File: src/usbocs_regs.svh
// Register offsets, field positions, reset values and timing counts of the
// control and status section. Included by the design file, the bench and the checker.
// Function
// RULE_01 - Status register heads a four-entry queue.
// RULE_02 - Status valid while flag set; clear pops.
// RULE_03 - Status bits 7-4 hold endpoint number.
// RULE_04 - Status bit 3 marks transmit, zero receive.
// RULE_05 - Status bit 2 marks odd bank; 1-0 zero.
// RULE_06 - Control bit 7 shows live J state.
// RULE_07 - Control bit 6 shows live single-ended zero.
// RULE_08 - Device bit 5 disables packets; setup sets.
// RULE_09 - Host bit 5 reads token in progress.
// RULE_10 - Host software waits token idle before commanding.
// RULE_11 - Host bit 4 drives bus reset signalling.
// RULE_12 - Bit 3 enables host; toggle resets host.
// RULE_13 - Software holds resume 10 or 25 ms.
// RULE_14 - Bit 2 drives resume; host appends EOP.
// RULE_15 - Bit 1 forces pointers to even bank.
// RULE_16 - Device bit 0 enables the controller.
// RULE_17 - Host bit 0 sends frame start every 1 ms.
// RULE_18 - Address bit 7 selects low speed.
// RULE_19 - Address bits 6-0 hold device address.
// RULE_20 - Frame low byte loaded on received frame start.
// RULE_21 - Bits 31-8 ignore writes, read zero.
// RULE_22 - Frame high bits 2-0 loaded likewise.
// RULE_23 - Push per transaction; flag stays while entries.
`ifndef USBOCS_REGS_SVH
`define USBOCS_REGS_SVH

`define USBOCS_OFF_STAT 8'h00
`define USBOCS_OFF_CON 8'h04
`define USBOCS_OFF_ADDR 8'h08
`define USBOCS_OFF_FRAME_NUMBER_LOW_BYTE 8'h0C
`define USBOCS_OFF_FRAME_NUMBER_HIGH_BITS 8'h10
`define USBOCS_OFF_TRN 8'h14
`define USBOCS_OFF_TOK 8'h18

`define USBOCS_CON_JSTATE 7
`define USBOCS_CON_SE0 6
`define USBOCS_CON_PKTBUSY 5
`define USBOCS_CON_BUSRST 4
`define USBOCS_CON_HOST_CAPABILITY_ENABLE 3
`define USBOCS_CON_RESUME 2
`define USBOCS_CON_PPRST 1
`define USBOCS_CON_ENABLE 0
`define USBOCS_ADDR_LOWSPD 7
`define USBOCS_TRN_FLAG 0

`define USBOCS_CON_RST 8'h00
`define USBOCS_ADDR_RST 8'h00
`define USBOCS_FRM_RST 11'h000
`define USBOCS_TOK_RST 8'h00

`define USBOCS_SOF_PERIOD_MS 1
`define USBOCS_CLK_KHZ 250000
`define USBOCS_SOF_CYCLES (`USBOCS_SOF_PERIOD_MS * `USBOCS_CLK_KHZ)

`endif

File: src/usbocs_pkg.sv
// Types shared by the control and status section and its surroundings.
// Assumes nothing beyond a SystemVerilog compiler.
package usbocs_pkg;

  // One completed transaction as reported by the serial engine.
  typedef struct packed {
    logic valid;
    logic [3:0] endpoint;
    logic isTx;
    logic oddBank;
  } usbocs_xfer_t;

  // A received frame-start token with its frame number.
  typedef struct packed {
    logic valid;
    logic [10:0] frame;
  } usbocs_sof_t;

  // Controls driven towards the serial engine and transceiver.
  typedef struct packed {
    logic controllerEnable;
    logic sofGenEnable;
    logic sofGenPulse;
    logic busResetDrive;
    logic resumeDrive;
    logic resumeEopAppend;
    logic pingpongReset;
    logic hostLogicReset;
    logic packetProcessingDisable;
    logic lowSpeedSelect;
    logic [6:0] deviceAddress;
    logic tokenStart;
    logic [7:0] tokenCommand;
  } usbocs_ctrl_t;

  typedef struct packed {
    logic [3:0] endpoint;
    logic isTx;
    logic oddBank;
  } usbocs_entry_t;

  typedef enum logic [2:0] {
    BUS_IDLE = 3'b001,
    BUS_WRITE = 3'b010,
    BUS_READ = 3'b100
  } usbocs_bus_state_t;

endpackage

File: src/usbocs_top.sv
// Control and status section of a full-speed OTG controller with an
// AHB-Lite register slave. Assumes one clock, the serial engine on the
// side ports, and synchronous line-state inputs.
//
// Decided for this implementation: the AHB-Lite slave port and the register offsets.
`timescale 1ns/100ps
`include "usbocs_regs.svh"

module usbocs_top #(
  parameter int DEPTH = 4,
  parameter int SOF_CYCLES = `USBOCS_SOF_CYCLES
) (
  input wire logic clk, // 250 MHz clock
  input wire logic resetn, // asynchronous reset, active low
  input wire logic hsel, // slave select
  input wire logic [31:0] haddr, // byte address
  input wire logic [1:0] htrans, // transfer type
  input wire logic hwrite, // write when high
  input wire logic [2:0] hsize, // transfer size, word only
  input wire logic [31:0] hwdata, // write data
  input wire logic hready, // bus ready in
  output logic [31:0] hrdata, // read data
  output logic hreadyout, // slave ready
  output logic hresp, // always OKAY
  input wire usbocs_pkg::usbocs_xfer_t xferDone, // transaction completed
  input wire usbocs_pkg::usbocs_sof_t sofRcvd, // frame start received
  input wire logic setupRcvd, // SETUP token received pulse
  input wire logic tokenDone, // token command finished pulse
  input wire logic lineJState, // receiver sees J state
  input wire logic lineSe0, // single-ended zero on lines
  output usbocs_pkg::usbocs_ctrl_t ctrlOut, // controls to the engine
  output logic trnFlag // transaction complete flag
);
  import usbocs_pkg::*;

  localparam int PW = $clog2(DEPTH);
  localparam int CW = $clog2(DEPTH + 1);
  localparam int SW = $clog2(SOF_CYCLES + 1);

  function automatic logic hit(input logic [7:0] a, input logic [7:0] off);
    hit = (a == off);
  endfunction

  // ----------------------------------------------------------------
  // Bus slave
  // ----------------------------------------------------------------
  usbocs_bus_state_t busState_ff;
  logic [7:0] addr_ff;
  logic [31:0] hrdata_ff;
  logic hreadyout_ff;
  logic addrPhase;
  logic wrEn;
  logic [7:0] wrByte;
  logic [31:0] rdMux;

  assign addrPhase = hsel & htrans[1] & hready;
  assign wrEn = (busState_ff == BUS_WRITE);
  assign wrByte = hwdata[7:0];

  // Reads take one wait state so they always see the effect of a write
  // that finished in the same cycle as the read's address phase.
  always_ff @(posedge clk or negedge resetn) begin
    if (!resetn) begin
      busState_ff <= BUS_IDLE;
      addr_ff <= 8'h00;
      hreadyout_ff <= 1'b1;
    end else begin
      case (busState_ff)
        BUS_READ: begin
          busState_ff <= BUS_IDLE;
          hreadyout_ff <= 1'b1;
        end
        BUS_IDLE, BUS_WRITE: begin
          if (addrPhase) begin
            addr_ff <= haddr[7:0];
            busState_ff <= hwrite ? BUS_WRITE : BUS_READ;
            hreadyout_ff <= hwrite;
          end else begin
            busState_ff <= BUS_IDLE;
          end
        end
        default: begin
          busState_ff <= BUS_IDLE;
          hreadyout_ff <= 1'b1;
        end
      endcase
    end
  end

  always_ff @(posedge clk or negedge resetn) begin
    if (!resetn) begin
      hrdata_ff <= 32'h00000000;
    end else if (busState_ff == BUS_READ) begin
      hrdata_ff <= rdMux;
    end
  end

  assign hrdata = hrdata_ff;
  assign hreadyout = hreadyout_ff;
  assign hresp = 1'b0;

  // ----------------------------------------------------------------
  // Control and address registers
  // ----------------------------------------------------------------
  logic [7:0] con_ff;
  logic [7:0] addrReg_ff;
  logic packet_processing_disable_ff;
  logic conWr;
  logic hostMode;

  assign conWr = wrEn & hit(addr_ff, `USBOCS_OFF_CON);
  assign hostMode = con_ff[`USBOCS_CON_HOST_CAPABILITY_ENABLE];

  always_ff @(posedge clk or negedge resetn) begin
    if (!resetn) begin
      con_ff <= `USBOCS_CON_RST;
    end else if (conWr) begin
      con_ff <= {3'b000, wrByte[4:0]}; // RULE_21
    end
  end

  // Device-mode packet disable: a SETUP arrival wins over a clearing write.
  always_ff @(posedge clk or negedge resetn) begin
    if (!resetn) begin
      packet_processing_disable_ff <= 1'b0;
    end else if (setupRcvd & ~hostMode) begin
      packet_processing_disable_ff <= 1'b1; // RULE_08
    end else if (conWr & ~hostMode) begin
      packet_processing_disable_ff <= wrByte[`USBOCS_CON_PKTBUSY]; // RULE_08
    end
  end

  always_ff @(posedge clk or negedge resetn) begin
    if (!resetn) begin
      addrReg_ff <= `USBOCS_ADDR_RST;
    end else if (wrEn & hit(addr_ff, `USBOCS_OFF_ADDR)) begin
      addrReg_ff <= wrByte; // RULE_18 RULE_19
    end
  end

  // ----------------------------------------------------------------
  // Token command and busy indication
  // ----------------------------------------------------------------
  logic [7:0] tokCmd_ff;
  logic token_in_progress_ff;
  logic tokStart_ff;
  logic tokWr;
  logic hostToggle;

  // A command written while busy is dropped.
  assign tokWr = wrEn & hit(addr_ff, `USBOCS_OFF_TOK) & hostMode & ~token_in_progress_ff; // RULE_10
  assign hostToggle = conWr & (wrByte[`USBOCS_CON_HOST_CAPABILITY_ENABLE] != hostMode);

  always_ff @(posedge clk or negedge resetn) begin
    if (!resetn) begin
      tokCmd_ff <= `USBOCS_TOK_RST;
      token_in_progress_ff <= 1'b0;
      tokStart_ff <= 1'b0;
    end else begin
      tokStart_ff <= tokWr;
      if (tokWr) begin
        tokCmd_ff <= wrByte;
      end
      if (hostToggle) begin
        token_in_progress_ff <= 1'b0; // RULE_12
      end else if (tokWr) begin
        token_in_progress_ff <= 1'b1; // RULE_09
      end else if (tokenDone) begin
        token_in_progress_ff <= 1'b0; // RULE_09
      end
    end
  end

  // ----------------------------------------------------------------
  // Frame-start generation in host mode
  // ----------------------------------------------------------------
  logic [SW-1:0] sofCnt_ff;
  logic sofPulse_ff;
  logic sofRun;

  assign sofRun = hostMode & con_ff[`USBOCS_CON_ENABLE];

  always_ff @(posedge clk or negedge resetn) begin
    if (!resetn) begin
      sofCnt_ff <= '0;
      sofPulse_ff <= 1'b0;
    end else if (!sofRun || hostToggle) begin
      sofCnt_ff <= '0; // RULE_12 RULE_17
      sofPulse_ff <= 1'b0;
    end else if (sofCnt_ff == SW'(SOF_CYCLES - 1)) begin
      sofCnt_ff <= '0;
      sofPulse_ff <= 1'b1; // RULE_17
    end else begin
      sofCnt_ff <= sofCnt_ff + SW'(1);
      sofPulse_ff <= 1'b0;
    end
  end

  // ----------------------------------------------------------------
  // Frame number capture
  // ----------------------------------------------------------------
  logic [10:0] frame_ff;

  always_ff @(posedge clk or negedge resetn) begin
    if (!resetn) begin
      frame_ff <= `USBOCS_FRM_RST;
    end else if (sofRcvd.valid) begin
      frame_ff <= sofRcvd.frame; // RULE_20 RULE_22
    end
  end

  // ----------------------------------------------------------------
  // Transaction status queue
  // ----------------------------------------------------------------
  usbocs_entry_t queue_ff [DEPTH];
  logic [PW-1:0] rdPtr_ff;
  logic [PW-1:0] wrPtr_ff;
  logic [CW-1:0] count_ff;
  logic [CW-1:0] nxt_count;
  logic trnFlag_ff;
  logic pop;
  logic push;

  // Software clears the flag by writing one; that advances the queue.
  assign pop = wrEn & hit(addr_ff, `USBOCS_OFF_TRN) & wrByte[`USBOCS_TRN_FLAG]
               & (count_ff != '0); // RULE_02
  // A completion arriving when the queue is full and not popping is lost.
  assign push = xferDone.valid & ((count_ff != CW'(DEPTH)) | pop); // RULE_23

  always_comb begin
    nxt_count = count_ff;
    if (push & ~pop) begin
      nxt_count = count_ff + CW'(1);
    end else if (pop & ~push) begin
      nxt_count = count_ff - CW'(1);
    end
  end

  always_ff @(posedge clk or negedge resetn) begin
    if (!resetn) begin
      for (int i = 0; i < DEPTH; i++) begin
        queue_ff[i] <= '0;
      end
      rdPtr_ff <= '0;
      wrPtr_ff <= '0;
      count_ff <= '0;
    end else begin
      if (push) begin
        queue_ff[wrPtr_ff] <= {xferDone.endpoint, xferDone.isTx, xferDone.oddBank}; // RULE_01
        wrPtr_ff <= (wrPtr_ff == PW'(DEPTH - 1)) ? '0 : wrPtr_ff + PW'(1);
      end
      if (pop) begin
        rdPtr_ff <= (rdPtr_ff == PW'(DEPTH - 1)) ? '0 : rdPtr_ff + PW'(1); // RULE_02
      end
      count_ff <= nxt_count;
    end
  end

  // The flag stays set while unread entries remain; a push wins a clear.
  always_ff @(posedge clk or negedge resetn) begin
    if (!resetn) begin
      trnFlag_ff <= 1'b0;
    end else begin
      trnFlag_ff <= (nxt_count != '0); // RULE_23
    end
  end

  assign trnFlag = trnFlag_ff;

  // ----------------------------------------------------------------
  // Read multiplexer
  // ----------------------------------------------------------------
  usbocs_entry_t head;
  logic [7:0] conRd;

  assign head = queue_ff[rdPtr_ff];

  always_comb begin
    conRd = {3'b000, con_ff[4:0]};
    conRd[`USBOCS_CON_JSTATE] = lineJState; // RULE_06
    conRd[`USBOCS_CON_SE0] = lineSe0; // RULE_07
    conRd[`USBOCS_CON_PKTBUSY] = hostMode ? token_in_progress_ff : packet_processing_disable_ff; // RULE_08 RULE_09
  end

  always_comb begin
    rdMux = 32'h00000000; // RULE_21
    case (addr_ff)
      `USBOCS_OFF_STAT: begin
        if (count_ff != '0) begin
          rdMux[7:0] = {head.endpoint, head.isTx, head.oddBank, 2'b00}; // RULE_03 RULE_04 RULE_05
        end
      end
      `USBOCS_OFF_CON: rdMux[7:0] = conRd;
      `USBOCS_OFF_ADDR: rdMux[7:0] = addrReg_ff;
      `USBOCS_OFF_FRAME_NUMBER_LOW_BYTE: rdMux[7:0] = frame_ff[7:0]; // RULE_20
      `USBOCS_OFF_FRAME_NUMBER_HIGH_BITS: rdMux[7:0] = {5'b00000, frame_ff[10:8]}; // RULE_22
      `USBOCS_OFF_TRN: rdMux[7:0] = {7'b0000000, trnFlag_ff};
      `USBOCS_OFF_TOK: rdMux[7:0] = tokCmd_ff;
      default: rdMux = 32'h00000000;
    endcase
  end

  // ----------------------------------------------------------------
  // Control outputs
  // ----------------------------------------------------------------
  usbocs_ctrl_t ctrl_ff;
  logic resumeFall;

  assign resumeFall = conWr & con_ff[`USBOCS_CON_RESUME] & ~wrByte[`USBOCS_CON_RESUME];

  always_ff @(posedge clk or negedge resetn) begin
    if (!resetn) begin
      ctrl_ff <= '0;
    end else begin
      ctrl_ff.controllerEnable <= ~hostMode & con_ff[`USBOCS_CON_ENABLE]; // RULE_16
      ctrl_ff.sofGenEnable <= sofRun; // RULE_17
      ctrl_ff.sofGenPulse <= sofPulse_ff; // RULE_17
      ctrl_ff.busResetDrive <= hostMode & con_ff[`USBOCS_CON_BUSRST]; // RULE_11
      ctrl_ff.resumeDrive <= con_ff[`USBOCS_CON_RESUME]; // RULE_14
      ctrl_ff.resumeEopAppend <= resumeFall & hostMode; // RULE_14
      ctrl_ff.pingpongReset <= con_ff[`USBOCS_CON_PPRST]; // RULE_15
      ctrl_ff.hostLogicReset <= hostToggle; // RULE_12
      ctrl_ff.packetProcessingDisable <= ~hostMode & packet_processing_disable_ff; // RULE_08
      ctrl_ff.lowSpeedSelect <= addrReg_ff[`USBOCS_ADDR_LOWSPD]; // RULE_18
      ctrl_ff.deviceAddress <= addrReg_ff[6:0]; // RULE_19
      ctrl_ff.tokenStart <= tokStart_ff;
      ctrl_ff.tokenCommand <= tokCmd_ff;
    end
  end

  assign ctrlOut = ctrl_ff;

endmodule

File: config.mk
export PLATFORM = sky130hd
export DESIGN_NAME = usbocs_top
export DESIGN_NICKNAME = d
export VERILOG_FILES = /design/src/usbocs_pkg.sv /design/src/usbocs_top.sv
export VERILOG_INCLUDE_DIRS = /design/src /design/src/src
export SDC_FILE = /design/constraint.sdc
export NUM_CORES = 1
export LEC_CHECK = 0
export ABC_AREA = 1
export BUFFER_PORTS_ARGS = -buffer_cell sky130_fd_sc_hd__buf_4
export CAP_MARGIN = 20
export CELL_PAD_IN_SITES_DETAIL_PLACEMENT = 1
export CELL_PAD_IN_SITES_GLOBAL_PLACEMENT = 1
export CORE_UTILIZATION = 42
export DETAILED_ROUTE_END_ITERATION = 10
export PLACE_DENSITY = 0.94
export SLEW_MARGIN = 5
export SYNTH_ARGS = -nofsm -noshare
export SYNTH_HDL_FRONTEND = slang
export SYNTH_SLANG_ARGS = --single-unit
File: constraint.sdc
create_clock -name clk -period 4.1 [get_ports clk]
set_clock_uncertainty 0.2 [all_clocks]
set_input_delay 0.205 -clock clk [delete_from_list [all_inputs] [get_ports clk]]
set_output_delay 0.205 -clock clk [all_outputs]
set_load 0.02 [all_outputs]
==> impl_metrics.json, run 1 <==
{
  "outcome": "finished, final reports clean",
  "grt_pass1_wl_um": 32900,
  "hold_path_class": "in -> reg",
  "portBuffers": 80,
  "die-area_um2": 15000,
  "clk_latency_ns": 0.43,
  "rsz0062_at_grt": "no",
  "muxShareOfSynthArea_pct": 0.924,
  "synth.avg_cell_area_um2": 9.03,
  "hold_viol_final": 0,
  "viasPerCell": 5.45,
  "dr.pass1.iters": 4,
  "peakVddDrop_mv": 0.290,
  "p_comb_share_pct": 19.4,
  "fin_nets": 917,
  "synth_top_family_by_area": "simple AND/OR/NAND/NOR gates",
  "rr_endpoint": "packet_processing_disable_ff$_DFFE_PN0P_",
  "end_kind": "flip-flop",
  "synth_xor_area_share_pct": 1.73,
  "drt_wl_total_um": 21100,
  "critPathCapture": "packet_processing_disable_ff$_DFFE_PN0P_",
  "dp_hpwl_um": 12000,
  "pwr-share-seq_pct": 41.0,
  "cts_buffers": 17,
  "power_mw": 3.90,
  "htreeDepth": 4,
  "synthFlopType": "dfrtp_1",
  "crit_path_max_fanout": 18,
  "wl_met1_um": 8080,
  "ys_ff_latch": 132,
  "fmax_mhz": 346,
  "grt_pass1_vias": 5942,
  "syn_area_um2": 6090,
  "yosysWarnings": 0,
  "vias": 5473,
  "core_area_um2": 14000,
  "syn_inst": 675,
  "leakage_nw": 3.82,
  "drt-initial-drc-count": 414,
  "fin_ws_ns": 1.21,
  "cap_violations": 0,
  "crit_arrival_ns": 2.99,
  "clkTransAtPathRegs_ns": 0.06,
  "drtAntennaViolNets": 0,
  "synthArstFlopShare_pct": 100,
  "dr_wl_met2_um": 10900,
  "gp_routability_congestion": 0.849,
  "synth_fa_ha_area_share_pct": 1.85,
  "worstSetupPathType": "reg -> reg",
  "slew_viol_final": 0,
  "hold_path_startpoint": "sofRcvd[11]",
  "synth_seq_area_share_pct": 54.3,
  "r2r_cells": 9,
  "required_ns": 4.20,
  "grt_start_max_net_pins": 79,
  "worst-slew-pin-transition_ns": 0.998,
  "switchingPower_mw": 1.20,
  "synthSimpleGateAreaFrac_pct": 22.1,
  "pin_count": 158,
  "area_delta_synth_final_pct": 28.4,
  "synth-edff-count": 0,
  "fin_crit_ns": 2.89,
  "top_layer": "met4",
  "clock_path_buffers": 2,
  "setup_viol": 0,
  "yosysUniqueCellTypes": 40,
  "clkPwrFrac_pct": 39.6,
  "grt_overflow_total": 0,
  "relSlewSlack_pct": 33.5,
  "die_x_um": 122,
  "powerDensity_nw_per_um2": 499,
  "rrSetupSlack_ns": 1.21,
  "pre_cts_slack_ns": 1.58,
  "clock_sink_count": 132,
  "cts_resized": 0,
  "track_usage_pct": 30.1,
  "cp-startpoint": "addr_ff[7]$_DFFE_PN0P_",
  "clock-root-buffer": "clkbuf_16",
  "wl_met3_um": 1180,
  "cts_tree": "built",
  "drive_above_1_share_pct": 17.8,
  "worstSetupStartpointType": "flip-flop",
  "diodes": 0,
  "route.detailed.drc": 0,
  "timing.setup.tns_ns": 0,
  "synth_compound_area_share_pct": 9.65,
  "switching_share_pct": 30.8,
  "fin_crit_sh_pct": 70.5,
  "p_int_mw": 2.70,
  "die_h_um": 122,
  "reg2reg_from": "addr_ff[7]$_DFFE_PN0P_",
  "antenna_found_initial": 0,
  "rows": 43,
  "wl_per_cell_um": 21.0,
  "initial_core_util_pct": 43.6
}
## registers in the layout, summed over array words and instances, names as in the netlist
signal	flops
ctrlOut	26
queue_ff	24
sofCnt_ff	18
frame_ff	11
addrReg_ff	8
addr_ff	8
hrdata	8
tokCmd_ff	8
con_ff	5
busState_ff	3
count_ff	3
rdPtr_ff	2
wrPtr_ff	2
hreadyout	1
packet_processing_disable_ff	1
sofPulse_ff	1
tokStart_ff	1
token_in_progress_ff	1
trnFlag	1
## logic make-up (layout without fill, tap and decap cells)
family / after synthesis / in the layout
adders and majority gates: 9 / 9
AOI/OAI and AO/OA: 105 / 105
DFF: 132 / 132
and+or+nand+nor: 292 / 292
other: 1 / 25
xor gates and xnor gates: 12 / 12
muxes: 5 / 5
buffers and inverters: 119 / 244
## how the worst min path moves through the flow
stage,end,cells past startpoint
3_3_place_gp,ctrlOut[23]$_DFF_PN0_,0
6_report,frame_ff[4]$_DFFE_PN0P_,3
5_1_grt,frame_ff[1]$_DFFE_PN0P_,2
3_5_place_dp,ctrlOut[23]$_DFF_PN0_,0
2_1_floorplan,addrReg_ff[0]$_DFFE_PN0P_,0
4_1_cts,frame_ff[1]$_DFFE_PN0P_,2
## worst max-delay path, stage by stage (launching register included)
cell and delay (ns):
dfrtp_1 0.39, nor2_2 0.19, nand3_1 0.16, clkinv_1 0.35, nand2_1 0.26, nor2_4 0.27, nand2_1 0.14, nand2_1 0.09
o211ai_1 0.10, dlygate4sd3_1 0.61
## cell usage in the layout (no fill, tap or decap), types with 3 or more instances in the layout
cell,count
nand2_1,143
dfrtp_1,130
buf_4,82
inv_1,75
o21ai_0,59
nor2_1,57
dlygate4sd3_1,50
nand3_1,44
conb_1,25
clkbuf_16,17
o21ai_1,15
nor3_1,11
a21oi_1,10
o21ai_2,9
ha_1,9
nand2_4,8
nand4_1,8
xor2_1,8
nor4_1,6
o22ai_1,6
clkbuf_1,6
mux2_2,5
nor2_2,4
xnor2_1,4
clkbuf_8,4
inv_2,3
nand3b_1,3
clkinv_2,3
## power groups by stage
stage | Clock (mW) | Sequential, mW | Combinational, mW
2_1_floorplan | 0 | 1.58 | 0.482
3_3_place_gp | 0 | 1.59 | 0.598
3_5_place_dp | 0 | 1.60 | 0.650
4_1_cts | 1.52 | 1.59 | 0.723
5_1_grt | 1.60 | 1.61 | 0.824
6_report | 1.54 | 1.60 | 0.759
## stage by stage
| step | util, % | hold WS, ns | instance area [um^2] | instances |
|---|---|---|---|---|
| detailed placement | 48.2 | 0.139 | 6750 | 922 |
| global placement | 48.2 | 0.138 | 6750 | 922 |
| global route | 55.9 | 0.0518 | 7830 | 1004 |
| CTS | 55.9 | 0.0159 | 7830 | 1004 |
| finish | 55.9 | 0.0147 | 7830 | 1004 |
| floorplan | - | -0.291 | 6180 | 699 |
## per-layer routing
layer | global-route usage (%) | vias up
met5 | 0 | -
met4 | 18.0 | 0
met3 | 5.62 | 81
met2 | 52.2 | 265
met1 | 34.3 | 2723
li1 | - | 2404
## cell type report
cell class	instances	area [um^2]
clock buffer	27	503
clock inverter	5	75.1
fill	1609	6160
inverter	80	300
multi-input combinational	448	2300
sequential	132	3310
tap	180	225
timing repair buffer	132	1120
## synthesized netlist by cell type (9+ instances only)
| master | number | area, um^2 |
|---|---|---|
| inv_1 | 75 | 282 |
| nand2_1 | 143 | 537 |
| buf_4 | 26 | 195 |
| nor3_1 | 11 | 55.1 |
| a21oi_1 | 10 | 50.1 |
| ha_1 | 9 | 113 |
| nand3_1 | 44 | 220 |
| o21ai_0 | 59 | 295 |
| dfrtp_1 | 130 | 3250 |
| o21ai_2 | 9 | 78.8 |
| nor2_1 | 57 | 214 |
| o21ai_1 | 15 | 75.1 |
## what timing repair did
item                                   in CTS  in global routing
hold buffers                               50                  0
endpoints found under the hold margin     143                  0
buffers inserted                            0                  0
Power figures use the tool's default switching activity.
==> run 2: changes to the inputs <==
Settings changed: CORE_UTILIZATION 42 to 36, PLACE_DENSITY 0.94 to 0.87.
Clock period 4.1 ns to 2.5 ns, I/O delays scaled along.
==> run 2 against run 1 <==
  * Sequential power rose by 63%
  * First-iteration DRC count fell by 18%
  * Non-clock buffer count grew 20
  * Worst setup slack got worse by 1.1 ns
  * Core utilization decreased by 6.3 points
  * Largest power group is now clock
  * Total power grew 73%
  * Critical path type unchanged
  * Largest cell class unchanged
  * Critical endpoint is now queue_ff[14]$_DFFE_PN0P_
==> impl_metrics.json, run 2 (synthesis results as in run 1) <==
{
  "outcome": "finished, final reports clean",
  "die_x_um": 132,
  "peakVddDrop_mv": 0.573,
  "die_h_um": 132,
  "crit_path_max_fanout": 12,
  "r2r_cells": 10,
  "route.detailed.drc": 0,
  "drt-initial-drc-count": 340,
  "diodes": 0,
  "clk_latency_ns": 0.43,
  "track_usage_pct": 22.8,
  "required_ns": 2.60,
  "end_kind": "flip-flop",
  "clock-root-buffer": "clkbuf_16",
  "die-area_um2": 17400,
  "utilization_pct": 49.6,
  "grt_overflow_total": 0,
  "clkTransAtPathRegs_ns": 0.06,
  "rows": 47,
  "cp-startpoint": "count_ff[0]$_DFF_PN0_",
  "drive_above_1_share_pct": 19.0,
  "initial_core_util_pct": 36.9,
  "rrSetupSlack_ns": 0.14,
  "grt_pass1_wl_um": 30500,
  "htreeDepth": 4,
  "grt_pass1_vias": 5813,
  "setup_viol": 0,
  "layout_commonest_cell": "nand2_1",
  "hold_depth": 3,
  "hold_viol_final": 0,
  "grt_start_max_net_pins": 48,
  "timing.setup.tns_ns": 0,
  "dp_hpwl_um": 11700,
  "leakage_nw": 3.95,
  "power_mw": 6.75,
  "whs_ns": 0.0464,
  "clock_path_buffers": 2,
  "area_delta_synth_final_pct": 34.6,
  "worst-slew-pin-transition_ns": 0.721,
  "relSlewSlack_pct": 51.8,
  "vias": 5287,
  "wl_per_cell_um": 17.6,
  "dr.pass1.iters": 4,
  "hold-path-endpoint": "busState_ff[1]$_DFF_PN0_",
  "fin_nets": 937,
  "reg2reg_from": "count_ff[0]$_DFF_PN0_",
  "hold_path_class": "in -> reg",
  "worstSetupStartpointType": "flip-flop",
  "cap_violations": 0,
  "slew_viol_final": 0,
  "worstSetupPathType": "reg -> reg",
  "rr_endpoint": "queue_ff[14]$_DFFE_PN0P_",
  "fmax_mhz": 424,
  "largest_register_ffs": 26,
  "hold_path_startpoint": "hsel",
  "cts_buffers": 17,
  "crit_arrival_ns": 2.46,
  "nFillCells": 1888,
  "final_cell_mix": "nand2_1, dfrtp_1, buf_4, inv_1, dlygate4sd3_1",
  "gp_routability_congestion": 0.798,
  "antenna_found_initial": 0,
  "fin_crit_sh_pct": 94.3,
  "cts_tree": "built",
  "viasPerCell": 4.97,
  "pin_count": 158,
  "fin_crit_ns": 2.36,
  "powerDensity_nw_per_um2": 823,
  "drtAntennaViolNets": 0,
  "clock_sink_count": 132,
  "portBuffers": 80,
  "rsz0062_at_grt": "no",
  "core_area_um2": 16500,
  "drt_wl_total_um": 18800
}
==> run 2: critical path, stage by stage, from the launching register on <==
cell and delay, ns:
dfrtp_1 0.37, inv_1 0.10, ha_1 0.26, nand2_4 0.15
nand2_4 0.07, nor2_4 0.16, nand2_4 0.11, a21oi_4 0.37
nand2_4 0.21, nand2_1 0.15, o21ai_1 0.09
==> run 2: cell type report <==
cell class              count  area [um^2]  area share [%]
flip-flops and latches    132         3310            40.3
clock buffers              19          433            5.28
well taps                 220          275            3.36
clock inverters            13          255            3.11
repair buffers            152         1320            16.1
multi-input cells         448         2310            28.1
inverters                  80          300            3.66
==> run 2: worst max path at each step <==
stage / to / depth (start not counted)
6_report: queue_ff[14]$_DFFE_PN0P_ / 10
5_1_grt: queue_ff[20]$_DFFE_PN0P_ / 10
4_1_cts: packet_processing_disable_ff$_DFFE_PN0P_ / 9
3_5_place_dp: queue_ff[14]$_DFFE_PN0P_ / 10
3_3_place_gp: queue_ff[1]$_DFFE_PN0P_ / 10
2_1_floorplan: queue_ff[17]$_DFFE_PN0P_ / 11
==> run 2: stage by stage <==
step | instance area [um^2] | instances | setup WS, ns
2_1_floorplan | 6180 | 699 | 0.514
3_3_place_gp | 6860 | 967 | 0.318
3_5_place_dp | 6860 | 967 | 0.246
4_1_cts | 8170 | 1061 | 0.0673
5_1_grt | 8200 | 1064 | 0.0150
6_report | 8200 | 1064 | 0.143
==> run 2: repair_timing <==
item                                   in CTS  in global routing
gates resized for setup                     0                  2
endpoints found under the hold margin     131                  0
hold buffers                               62                  0
setup endpoints to repair                   0                  1
buffers inserted                            0                  3
==> run 2: layer usage <==
layer	GRT usage (%)	vias up	wire (um)	part of all wire, %
met2	39.7	155	9740	52
li1	-	2440	-	-
met5	0	-	0	0
met4	9.56	0	532	2.8
met1	27.1	2650	7700	41
met3	5.42	42	812	4.3
==> run 2: report_power, final <==
| group | switching (mW) | total, mW | internal (mW) |
|---|---|---|---|
| logic | 0.753 | 1.21 | 0.461 |
| clock network | 0.952 | 2.92 | 1.97 |
| registers | 0.192 | 2.61 | 2.42 |
